<file path="src/core/dlct_pkg.sv">
package dlct_pkg;
    // ***************************************************
    // Register addresses
    // ***************************************************
    localparam logic [7:0] ADDR_TCTL = 8'h88;
    localparam logic [7:0] ADDR_TIMER_MODE_CONFIG = 8'h89;
    localparam logic [7:0] ADDR_TLA = 8'h8a;
    localparam logic [7:0] ADDR_TLB = 8'h8b;
    localparam logic [7:0] ADDR_THA = 8'h8c;
    localparam logic [7:0] ADDR_THB = 8'h8d;
    localparam logic [7:0] ADDR_TCLK = 8'h8e;
    localparam logic [7:0] REG_RESET = 8'h00;
    localparam logic [7:0] TCLK_MASK = 8'h1b;

    // ***************************************************
    // Field positions
    // ***************************************************
    localparam int TCTL_TFB = 7;
    localparam int TCTL_TRB = 6;
    localparam int TCTL_TFA = 5;
    localparam int TCTL_TRA = 4;
    localparam int TCTL_IEB = 3;
    localparam int TCTL_ITB = 2;
    localparam int TCTL_IEA = 1;
    localparam int TCTL_ITA = 0;
    localparam int TIMER_MODE_CONFIG_GATEB = 7;
    localparam int TIMER_MODE_CONFIG_CTB = 6;
    localparam int TIMER_MODE_CONFIG_MODEB = 4;
    localparam int TIMER_MODE_CONFIG_GATEA = 3;
    localparam int TIMER_MODE_CONFIG_CTA = 2;
    localparam int TIMER_MODE_CONFIG_MODEA = 0;
    localparam int TCLK_SYSB = 4;
    localparam int TCLK_SYSA = 3;
    localparam int TCLK_PSC = 0;

    // ***************************************************
    // Modes and prescaler
    // ***************************************************
    localparam logic [1:0] MODE_13BIT = 2'h0;
    localparam logic [1:0] MODE_16BIT = 2'h1;
    localparam logic [1:0] MODE_RELOAD8 = 2'h2;
    localparam logic [1:0] MODE_SPLIT = 2'h3;
    localparam logic [1:0] PSC_SYS12 = 2'h0;
    localparam logic [1:0] PSC_SYS4 = 2'h1;
    localparam logic [1:0] PSC_SYS48 = 2'h2;
    localparam logic [1:0] PSC_EXT8 = 2'h3;
    localparam logic [5:0] DIV_SYS12 = 6'h0c;
    localparam logic [5:0] DIV_SYS4 = 6'h04;
    localparam logic [5:0] DIV_SYS48 = 6'h30;
    localparam logic [2:0] DIV_EXT8_LAST = 3'h7;

    // ***************************************************
    // Count step: {overflow, high, low}
    // ***************************************************
    function automatic logic [16:0] dlct_step(input logic [1:0] mode,
                                             input logic [7:0] lo,
                                             input logic [7:0] hi);
        logic [16:0] r;
        logic [13:0] c13;
        r = {1'b0, hi, lo};
        c13 = {1'b0, hi, lo[4:0]} + 14'h0001;
        unique case (mode)
            MODE_13BIT: r = {c13[13], c13[12:5], lo[7:5], c13[4:0]};
            MODE_16BIT: r = {1'b0, hi, lo} + 17'h00001;
            MODE_RELOAD8: begin
                if (lo == 8'hff) begin
                    r = {1'b1, hi, hi};
                end else begin
                    r = {1'b0, hi, lo + 8'h01};
                end
            end
            MODE_SPLIT: r = {1'b0, hi, lo};
        endcase
        return r;
    endfunction
endpackage

</file>
<file path="src/core/dlct_pin_sync.sv">
module dlct_pin_sync
(
    // Clock and reset
    input wire logic mclk,
    input wire logic nrst,
    // Pin
    input wire logic pin,
    // Synchronised level and falling edge
    output logic lvl,
    output logic fall
);
    logic s1_ff;
    logic s2_ff;
    logic s3_ff;

    // Pins idle high, so reset to high avoids a false edge
    always_ff @(posedge mclk) begin
        if (!nrst) begin
            s1_ff <= 1'b1;
            s2_ff <= 1'b1;
            s3_ff <= 1'b1;
        end else begin
            s1_ff <= pin;
            s2_ff <= s1_ff;
            s3_ff <= s2_ff;
        end
    end

    assign lvl = s2_ff;
    assign fall = s3_ff & ~s2_ff;
endmodule

</file>
<file path="src/core/dlct_prescaler.sv">
module dlct_prescaler
    import dlct_pkg::*;
(
    // Clock and reset
    input wire logic mclk,
    input wire logic nrst,
    // Control
    input wire logic [1:0] prescale_select,
    input wire logic ext_clk_fall,
    // Prescaled tick
    output logic psc_tick
);
    logic [5:0] sys_cnt_ff;
    logic [2:0] ext_cnt_ff;
    logic tick_ff;
    logic nxt_tick;

    always_ff @(posedge mclk) begin
        if (!nrst) begin
            sys_cnt_ff <= 6'h00;
        end else if (sys_cnt_ff == DIV_SYS48 - 6'h01) begin
            sys_cnt_ff <= 6'h00;
        end else begin
            sys_cnt_ff <= sys_cnt_ff + 6'h01;
        end
    end

    always_ff @(posedge mclk) begin
        if (!nrst) begin
            ext_cnt_ff <= 3'h0;
        end else if (ext_clk_fall) begin
            ext_cnt_ff <= ext_cnt_ff + 3'h1;
        end
    end

    // One divider feeds all system-clock ratios, since 4 and 12 divide 48
    always_comb begin
        nxt_tick = 1'b0;
        unique case (prescale_select)
            PSC_SYS12: nxt_tick = (sys_cnt_ff % DIV_SYS12) == 6'h00;
            PSC_SYS4: nxt_tick = (sys_cnt_ff % DIV_SYS4) == 6'h00;
            PSC_SYS48: nxt_tick = sys_cnt_ff == 6'h00;
            PSC_EXT8: nxt_tick = ext_clk_fall &
                                 (ext_cnt_ff == DIV_EXT8_LAST);
        endcase
    end

    always_ff @(posedge mclk) begin
        if (!nrst) begin
            tick_ff <= 1'b0;
        end else begin
            tick_ff <= nxt_tick;
        end
    end

    assign psc_tick = tick_ff;
endmodule

</file>
<file path="src/core/dlct_top.sv">
// Behaviour
// - Mode 0: high byte plus low bits 4..0 form 13 bits.
// - 13-bit wrap sets overflow flag and may request interrupt.
// - Count-select counts pin falling edges, else internal clock.
// - System-clock select picks system clock, else prescaled clock.
// - Counting needs run set and gating off or gate pin high, except split timer A high byte and timer B.
// - Setting run never clears the count.
// - Mode 1 uses all 16 bits; wrap from maximum overflows.
// - Mode 2: low byte counts, reloads from high byte on wrap.
// - Split: timer A low byte uses timer A controls and flag.
// - Split: timer A high byte, timer B run, sets B flag.
// - Split: timer B modes 0-2 run internally, flag untouched.
// - Timer B mode 3 stops it.
// - Overflow flag set by hardware, cleared by write or vector.
// - External flag per type; edge mode auto-clears on vector.
// - Type 0 is active-low level, type 1 falling edge.
// - Timer B mirrors timer A with its own bytes and gate pin.
// - Overflow requests interrupt only if its enable is set.
// - Control register resets to zero with documented layout.
// - Mode field: 13-bit, 16-bit, reload, split or inactive.
// - Prescale: sys/12, sys/4, sys/48, external/8.
module dlct_top
    import dlct_pkg::*;
(
    // Clock and reset
    input wire logic mclk,
    input wire logic nrst,
    // Register port
    input wire logic [7:0] sfr_addr,
    input wire logic sfr_wr,
    input wire logic sfr_rd,
    input wire logic [7:0] sfr_wdata,
    output logic [7:0] sfr_rdata,
    // Pins
    input wire logic tmra_event_pin,
    input wire logic tmrb_event_pin,
    input wire logic ext_irq_a_n,
    input wire logic ext_irq_b_n,
    input wire logic ext_clk_in,
    // Interrupt enables and vector acknowledges
    input wire logic tmra_irq_enable,
    input wire logic tmrb_irq_enable,
    input wire logic tmra_irq_ack,
    input wire logic tmrb_irq_ack,
    input wire logic ext_irq_a_ack,
    input wire logic ext_irq_b_ack,
    // Requests and triggers
    output logic tmra_irq_req,
    output logic tmrb_irq_req,
    output logic ext_irq_a_req,
    output logic ext_irq_b_req,
    output logic tmrb_overflow_pulse
);
    // ***************************************************
    // State
    // ***************************************************
    logic [7:0] tmra_count_low_ff;
    logic [7:0] tmra_count_high_ff;
    logic [7:0] tmrb_count_low_ff;
    logic [7:0] tmrb_count_high_ff;
    logic [7:0] timer_mode_config_ff;
    logic [7:0] timer_clock_config_ff;
    logic tmra_overflow_flag_ff;
    logic tmrb_overflow_flag_ff;
    logic tmra_run_ff;
    logic tmrb_run_ff;
    logic ext_irq_a_flag_ff;
    logic ext_irq_b_flag_ff;
    logic ext_irq_a_edge_mode_ff;
    logic ext_irq_b_edge_mode_ff;
    logic [7:0] rdata_ff;
    logic ovf_pulse_ff;

    // ***************************************************
    // Pins and prescaler
    // ***************************************************
    logic ev_a_fall;
    logic ev_b_fall;
    logic irq_a_lvl;
    logic irq_a_fall;
    logic irq_b_lvl;
    logic irq_b_fall;
    logic ext_clk_fall;
    logic psc_tick;

    dlct_pin_sync u_sync_eva (.mclk(mclk), .nrst(nrst),
        .pin(tmra_event_pin), .lvl(), .fall(ev_a_fall));
    dlct_pin_sync u_sync_evb (.mclk(mclk), .nrst(nrst),
        .pin(tmrb_event_pin), .lvl(), .fall(ev_b_fall));
    dlct_pin_sync u_sync_irqa (.mclk(mclk), .nrst(nrst),
        .pin(ext_irq_a_n), .lvl(irq_a_lvl), .fall(irq_a_fall));
    dlct_pin_sync u_sync_irqb (.mclk(mclk), .nrst(nrst),
        .pin(ext_irq_b_n), .lvl(irq_b_lvl), .fall(irq_b_fall));
    dlct_pin_sync u_sync_ext (.mclk(mclk), .nrst(nrst),
        .pin(ext_clk_in), .lvl(), .fall(ext_clk_fall));

    dlct_prescaler u_psc (.mclk(mclk), .nrst(nrst),
        .prescale_select(timer_clock_config_ff[TCLK_PSC +: 2]),
        .ext_clk_fall(ext_clk_fall), .psc_tick(psc_tick));

    // ***************************************************
    // Count enables
    // ***************************************************
    logic wr_tctl;
    logic wr_tla;
    logic wr_tha;
    logic wr_tlb;
    logic wr_thb;
    logic [1:0] mode_a;
    logic [1:0] mode_b;
    logic split;
    logic clk_a;
    logic clk_b;
    logic en_a;
    logic en_b;
    logic inc_a;
    logic inc_ah;
    logic inc_b;
    logic [16:0] step_a;
    logic [16:0] step_b;
    logic ovf_a;
    logic ovf_ah;
    logic ovf_b;
    logic set_tfa;
    logic set_tfb;

    assign wr_tctl = sfr_wr & (sfr_addr == ADDR_TCTL);
    assign wr_tla = sfr_wr & (sfr_addr == ADDR_TLA);
    assign wr_tha = sfr_wr & (sfr_addr == ADDR_THA);
    assign wr_tlb = sfr_wr & (sfr_addr == ADDR_TLB);
    assign wr_thb = sfr_wr & (sfr_addr == ADDR_THB);
    assign mode_a = timer_mode_config_ff[TIMER_MODE_CONFIG_MODEA +: 2];
    assign mode_b = timer_mode_config_ff[TIMER_MODE_CONFIG_MODEB +: 2];
    assign split = mode_a == MODE_SPLIT;
    assign clk_a = timer_clock_config_ff[TCLK_SYSA] | psc_tick;
    assign clk_b = timer_clock_config_ff[TCLK_SYSB] | psc_tick;
    assign en_a = tmra_run_ff &
        (~timer_mode_config_ff[TIMER_MODE_CONFIG_GATEA] | irq_a_lvl);
    assign en_b = tmrb_run_ff &
        (~timer_mode_config_ff[TIMER_MODE_CONFIG_GATEB] | irq_b_lvl);
    assign inc_a = en_a & (timer_mode_config_ff[TIMER_MODE_CONFIG_CTA] ?
        ev_a_fall : clk_a);
    // High byte of a split timer A borrows timer B's run bit
    assign inc_ah = split & tmrb_run_ff & clk_a;
    // Split starves timer B of pin clocking and its run bit
    assign inc_b = (mode_b != MODE_SPLIT) & (split ? clk_b :
        en_b & (timer_mode_config_ff[TIMER_MODE_CONFIG_CTB] ? ev_b_fall : clk_b));
    assign step_a = dlct_step(mode_a, tmra_count_low_ff,
        tmra_count_high_ff);
    assign step_b = dlct_step(mode_b, tmrb_count_low_ff,
        tmrb_count_high_ff);
    assign ovf_a = inc_a & (split ? (tmra_count_low_ff == 8'hff) :
        step_a[16]);
    assign ovf_ah = inc_ah & (tmra_count_high_ff == 8'hff);
    assign ovf_b = inc_b & step_b[16];
    assign set_tfa = ovf_a;
    assign set_tfb = split ? ovf_ah : ovf_b;

    // ***************************************************
    // Count registers
    // ***************************************************
    // A software write to a byte wins over a count of that byte
    always_ff @(posedge mclk) begin
        if (!nrst) begin
            tmra_count_low_ff <= REG_RESET;
        end else if (wr_tla) begin
            tmra_count_low_ff <= sfr_wdata;
        end else if (inc_a & split) begin
            tmra_count_low_ff <= tmra_count_low_ff + 8'h01;
        end else if (inc_a) begin
            tmra_count_low_ff <= step_a[7:0];
        end
    end

    always_ff @(posedge mclk) begin
        if (!nrst) begin
            tmra_count_high_ff <= REG_RESET;
        end else if (wr_tha) begin
            tmra_count_high_ff <= sfr_wdata;
        end else if (inc_ah) begin
            tmra_count_high_ff <= tmra_count_high_ff + 8'h01;
        end else if (inc_a & ~split) begin
            tmra_count_high_ff <= step_a[15:8];
        end
    end

    always_ff @(posedge mclk) begin
        if (!nrst) begin
            tmrb_count_low_ff <= REG_RESET;
        end else if (wr_tlb) begin
            tmrb_count_low_ff <= sfr_wdata;
        end else if (inc_b) begin
            tmrb_count_low_ff <= step_b[7:0];
        end
    end

    always_ff @(posedge mclk) begin
        if (!nrst) begin
            tmrb_count_high_ff <= REG_RESET;
        end else if (wr_thb) begin
            tmrb_count_high_ff <= sfr_wdata;
        end else if (inc_b) begin
            tmrb_count_high_ff <= step_b[15:8];
        end
    end

    always_ff @(posedge mclk) begin
        if (!nrst) begin
            ovf_pulse_ff <= 1'b0;
        end else begin
            ovf_pulse_ff <= ovf_b;
        end
    end

    // ***************************************************
    // Configuration and control
    // ***************************************************
    always_ff @(posedge mclk) begin
        if (!nrst) begin
            timer_mode_config_ff <= REG_RESET;
            timer_clock_config_ff <= REG_RESET;
        end else begin
            if (sfr_wr & (sfr_addr == ADDR_TIMER_MODE_CONFIG)) begin
                timer_mode_config_ff <= sfr_wdata;
            end
            if (sfr_wr & (sfr_addr == ADDR_TCLK)) begin
                timer_clock_config_ff <= sfr_wdata & TCLK_MASK;
            end
        end
    end

    // Run and edge-mode bits only; counts are left alone
    always_ff @(posedge mclk) begin
        if (!nrst) begin
            tmra_run_ff <= 1'b0;
            tmrb_run_ff <= 1'b0;
            ext_irq_a_edge_mode_ff <= 1'b0;
            ext_irq_b_edge_mode_ff <= 1'b0;
        end else if (wr_tctl) begin
            tmra_run_ff <= sfr_wdata[TCTL_TRA];
            tmrb_run_ff <= sfr_wdata[TCTL_TRB];
            ext_irq_a_edge_mode_ff <= sfr_wdata[TCTL_ITA];
            ext_irq_b_edge_mode_ff <= sfr_wdata[TCTL_ITB];
        end
    end

    // Hardware set wins over a write or a vector clear
    always_ff @(posedge mclk) begin
        if (!nrst) begin
            tmra_overflow_flag_ff <= 1'b0;
        end else if (set_tfa) begin
            tmra_overflow_flag_ff <= 1'b1;
        end else if (tmra_irq_ack) begin
            tmra_overflow_flag_ff <= 1'b0;
        end else if (wr_tctl) begin
            tmra_overflow_flag_ff <= sfr_wdata[TCTL_TFA];
        end
    end

    always_ff @(posedge mclk) begin
        if (!nrst) begin
            tmrb_overflow_flag_ff <= 1'b0;
        end else if (set_tfb) begin
            tmrb_overflow_flag_ff <= 1'b1;
        end else if (tmrb_irq_ack) begin
            tmrb_overflow_flag_ff <= 1'b0;
        end else if (wr_tctl) begin
            tmrb_overflow_flag_ff <= sfr_wdata[TCTL_TFB];
        end
    end

    // Level mode tracks the inverted pin, so a clear only sticks
    // once the pin has returned high
    always_ff @(posedge mclk) begin
        if (!nrst) begin
            ext_irq_a_flag_ff <= 1'b0;
        end else if (!ext_irq_a_edge_mode_ff) begin
            ext_irq_a_flag_ff <= ~irq_a_lvl;
        end else if (irq_a_fall) begin
            ext_irq_a_flag_ff <= 1'b1;
        end else if (ext_irq_a_ack) begin
            ext_irq_a_flag_ff <= 1'b0;
        end else if (wr_tctl) begin
            ext_irq_a_flag_ff <= sfr_wdata[TCTL_IEA];
        end
    end

    always_ff @(posedge mclk) begin
        if (!nrst) begin
            ext_irq_b_flag_ff <= 1'b0;
        end else if (!ext_irq_b_edge_mode_ff) begin
            ext_irq_b_flag_ff <= ~irq_b_lvl;
        end else if (irq_b_fall) begin
            ext_irq_b_flag_ff <= 1'b1;
        end else if (ext_irq_b_ack) begin
            ext_irq_b_flag_ff <= 1'b0;
        end else if (wr_tctl) begin
            ext_irq_b_flag_ff <= sfr_wdata[TCTL_IEB];
        end
    end

    // ***************************************************
    // Read port and requests
    // ***************************************************
    always_ff @(posedge mclk) begin
        if (!nrst) begin
            rdata_ff <= REG_RESET;
        end else if (sfr_rd) begin
            unique case (sfr_addr)
                ADDR_TCTL: rdata_ff <= {tmrb_overflow_flag_ff,
                    tmrb_run_ff, tmra_overflow_flag_ff, tmra_run_ff,
                    ext_irq_b_flag_ff, ext_irq_b_edge_mode_ff,
                    ext_irq_a_flag_ff, ext_irq_a_edge_mode_ff};
                ADDR_TIMER_MODE_CONFIG: rdata_ff <= timer_mode_config_ff;
                ADDR_TLA: rdata_ff <= tmra_count_low_ff;
                ADDR_TLB: rdata_ff <= tmrb_count_low_ff;
                ADDR_THA: rdata_ff <= tmra_count_high_ff;
                ADDR_THB: rdata_ff <= tmrb_count_high_ff;
                ADDR_TCLK: rdata_ff <= timer_clock_config_ff;
                default: rdata_ff <= REG_RESET;
            endcase
        end
    end

    assign sfr_rdata = rdata_ff;
    assign tmra_irq_req = tmra_overflow_flag_ff & tmra_irq_enable;
    assign tmrb_irq_req = tmrb_overflow_flag_ff & tmrb_irq_enable;
    assign ext_irq_a_req = ext_irq_a_flag_ff;
    assign ext_irq_b_req = ext_irq_b_flag_ff;
    assign tmrb_overflow_pulse = ovf_pulse_ff;
endmodule

</file>
<file path="config.mk">
export PLATFORM = sky130hd
export DESIGN_NAME = dlct_top
export DESIGN_NICKNAME = d
export VERILOG_FILES = /design/src/core/dlct_pkg.sv /design/src/core/dlct_pin_sync.sv /design/src/core/dlct_prescaler.sv /design/src/core/dlct_top.sv
export SDC_FILE = /design/constraint.sdc
export NUM_CORES = 1
export LEC_CHECK = 0
export ABC_AREA = 0
export BUFFER_PORTS_ARGS = -buffer_cell sky130_fd_sc_hd__buf_2
export CAP_MARGIN = 20
export CORE_MARGIN = 1
export CORE_UTILIZATION = 40
export CTS_BUF_LIST = sky130_fd_sc_hd__clkbuf_16
export DETAILED_ROUTE_END_ITERATION = 6
export PLACE_DENSITY = 0.61
export SKIP_LAST_GASP = 1
export SLEW_MARGIN = 20
export SYNTH_ARGS = -nofsm -noshare
export SYNTH_HDL_FRONTEND = slang
export SYNTH_SLANG_ARGS = --single-unit
export TNS_END_PERCENT = 100
</file>
<file path="constraint.sdc">
create_clock -name mclk -period 1.9 [get_ports mclk]
set_input_delay 0.38 -clock mclk [delete_from_list [all_inputs] [get_ports mclk]]
set_output_delay 0.38 -clock mclk [all_outputs]
set_load 0.03 [all_outputs]
</file>
==> results.txt <==
DR vias: 4957
setup tns final: 0 ps
clock power share: 0.431
average size of a mapped cell: 8.36 µm²
Die X-Extent: 114 µm
Final nets: 735
peak supply drop: 0.552 mV
worst r2r src: timer_mode_config_ff[1]
DRT iter0 DRCs: 363
reg2reg end: tmra_count_low_ff[1]
clock-pin slew on the worst setup and hold paths: 60 ps
share of the yosys chip area belonging to registers: 0.344
Hold Path Class: in2reg
Post-CTS Hold Fix Bufs: 0
Worst Setup End Kind: flip-flop
Yosys reg bits: 86
area grow syn2layout: 22.5%
Util after Layout: 0.506
die height: 114 µm
status: complete, no violations
CP Max Fanout: 14
Tot Pwr: 3690 µW
number of remaining DRC errors: 0
GRT overflow: 0
Tcrit/Tclk final: 0.969
total track usage: 0.251
commonest non-fill, non-tap cell in the layout: dfxtp_1
EDFF count, synth: 0
Final ANT Viol Nets: 0
Final Max Slew Viols: 0
io pins: 44
Gate power share: 0.068
final worst path period need: 1840 ps
reg-to-reg setup timing slack: 60 ps
CTS buffer count: 9
number of post-CTS setup repair buffers: 0
Final Hold Fails: 0
RSZ-0062 raised after global routing: yes
H-tree depth: 3
I/O Buffers: 43
crit path kind: reg2reg
largest net degree at the start of global routing: 29
depth of the worst register-to-register path: 6
final wirelength: 15700 µm
post-DP HPWL: 11800 µm
Finished Cell Area: 0.00613 mm²
Post-Syn Area: 0.00501 mm²
ys async rst share: 0
Sw Pwr: 901 µW
DR WL/cell: 18.1 µm
ys flop type: dfxtp_1
vias per cell: 5.73
Switching Share: 0.244
worst hold slack: 209 ps
commonest cells after routing, fill and taps aside: 84 x dfxtp_1, 71 x buf_4, 59 x nand2_1
initial antenna violation count: 0
Clock Latency Late Sink: 350 ps
fmax: 0.543 GHz
Post-Synthesis Cells: 599
Lkg Pwr: 0.00245 µW
vias in the first global route: 4648
Bufs on Longest Clock Path: 2
Crit path arrival time: 2060 ps
critical path launch point type: flip-flop
Hold Path End: u_sync_evb.s1_ff
Min-Delay Startpoint: tmrb_event_pin
clk root buf: clkbuf_16
layout cells sized above 1: 0.238
power per cell area: 602 mW/mm²
syn_nets: 641
first-pass GRT wire length: 24800 µm
Sink Count: 86
yosys synthesis warning count: 0
Slew @ Worst Pin: 469 ps
Final Wtd Congestion: 0.938
die area: 0.0130 mm²
Max Cap Viol: 0
initial core utilization: 0.413
Flop pwr share: 0.501
CTS tree: yes
CP required: 2120 ps
ant diodes: 0
Area after DPL: 0.00580 mm²
First-pass DRT Iterations: 5
Hold Crit Depth: 2
Int Pwr: 2790 µW
core area: 0.0121 mm²
Core Rows: 40
count of final setup violators: 0
Worst slew margin: 0.686
Worst Skew: 8.90 ps
Yosys cell types: 65
-- layer usage --
metal / vias up / track usage / part of all wire
li1: 2384 / - / -
met1: 2301 / 0.336 / 0.45
met2: 228 / 0.395 / 0.44
met3: 44 / 0.0430 / 0.077
met4: 0 / 0.119 / 0.035
met5: - / 0 / 0
-- layout make-up --
| class | instances | area, µm² |
|---|---|---|
| fill | 1177 | 5980 |
| multi-input combinational | 458 | 3070 |
| sequential | 86 | 1720 |
| timing repair buffer | 117 | 791 |
| clock buffer | 9 | 225 |
| tap | 168 | 210 |
| inverter | 21 | 78.8 |
| clock inverter | 6 | 31.3 |
-- through the flow --
stage | setup WS [ps] | cells
6_report | 59.6 | 865
4_1_cts | 30.1 | 865
2_1_floorplan | -12.1 | 599
5_1_grt | -13.2 | 865
3_5_place_dp | -217 | 850
3_3_place_gp | -154 | 850
-- logic make-up after synthesis --
kind of cell,count (synthesis),share of synthesized area
compound gates,170,0.221
xor+xnor,23,0.0402
fa+ha+maj,11,0.0275
buf+inv,55,0.0567
flops,86,0.344
mux,35,0.0855
simple gates,219,0.226
-- power by group through the flow --
stage / combinational [µW] / sequential [µW] / clock [µW]
floorplan: 137 / 1880 / 0
global placement: 242 / 1890 / 0
detailed placement: 245 / 1890 / 0
CTS: 246 / 1850 / 1630
global route: 269 / 1850 / 1710
finish: 252 / 1850 / 1590
-- registers in the layout, summed over array words and instances, names as in the netlist, 3 cells and up --
name,count
timer_mode_config_ff,8
tmrb_count_low_ff,8
tmrb_count_high_ff,8
u_psc.sys_cnt_ff,6
timer_clock_config_ff,4
u_psc.ext_cnt_ff,3
tmra_count_low_ff,8
sfr_rdata,8
tmra_count_high_ff,8
-- worst max-delay path, cell delays in order (launching register included) --
cell and delay [ps]:
dfxtp_1 470, buf_6 210, nand2b_1 120, nor3_4 300, mux2_2 370, o21ai_0 160, a21oi_1 80
-- synthesized netlist by cell type (4+ instances only) --
| cell type | number | area share |
|---|---|---|
| nor2_1 | 47 | 0.035 |
| o211ai_1 | 5 | 0.0075 |
| mux2i_1 | 27 | 0.054 |
| clkbuf_8 | 5 | 0.014 |
| clkbuf_1 | 22 | 0.016 |
| inv_1 | 19 | 0.014 |
| and4_1 | 6 | 0.010 |
| o21ai_0 | 47 | 0.047 |
| nor4_1 | 5 | 0.0062 |
| o221ai_1 | 5 | 0.0087 |
| or3_2 | 4 | 0.0060 |
| o21a_1 | 5 | 0.0075 |
| a21o_1 | 5 | 0.0075 |
| o31ai_1 | 6 | 0.0090 |
| mux4_2 | 6 | 0.027 |
| nor3_1 | 8 | 0.0080 |
| and3_1 | 8 | 0.010 |
| dfxtp_1 | 86 | 0.34 |
| o22ai_1 | 4 | 0.0050 |
| xor2_1 | 15 | 0.026 |
| buf_2 | 4 | 0.0040 |
| a21oi_1 | 46 | 0.046 |
| nand2_1 | 59 | 0.044 |
| a221oi_1 | 5 | 0.0087 |
| xnor2_1 | 8 | 0.014 |
| nand4_1 | 11 | 0.014 |
| a31oi_1 | 7 | 0.0087 |
| ha_1 | 11 | 0.027 |
| nand2b_1 | 21 | 0.026 |
| nand3_1 | 24 | 0.024 |
| nor2b_1 | 8 | 0.010 |
-- what timing repair did --
item / in CTS / in global routing
gates resized for setup: 0 / 17
endpoints found under the setup margin: 0 / 18
hold endpoints to repair: 0 / 0
-- worst max path at each step --
| stage | slack (ps) | endpoint | startpoint | depth (start not counted) |
|---|---|---|---|---|
| after global routing | -10 | tmra_count_high_ff[4] | timer_mode_config_ff[2] | 8 |
| after detailed placement | -220 | tmra_count_high_ff[5] | sfr_addr[5] | 7 |
| after CTS | 30 | tmrb_count_low_ff[4] | u_sync_evb.s3_ff | 7 |
| final | 60 | tmra_count_low_ff[1] | timer_mode_config_ff[1] | 6 |
| after floorplan | -10 | tmrb_overflow_flag_ff | sfr_addr[5] | 7 |
| after global placement | -150 | tmrb_overflow_flag_ff | sfr_addr[5] | 7 |
(Power assumes the default switching activity.)
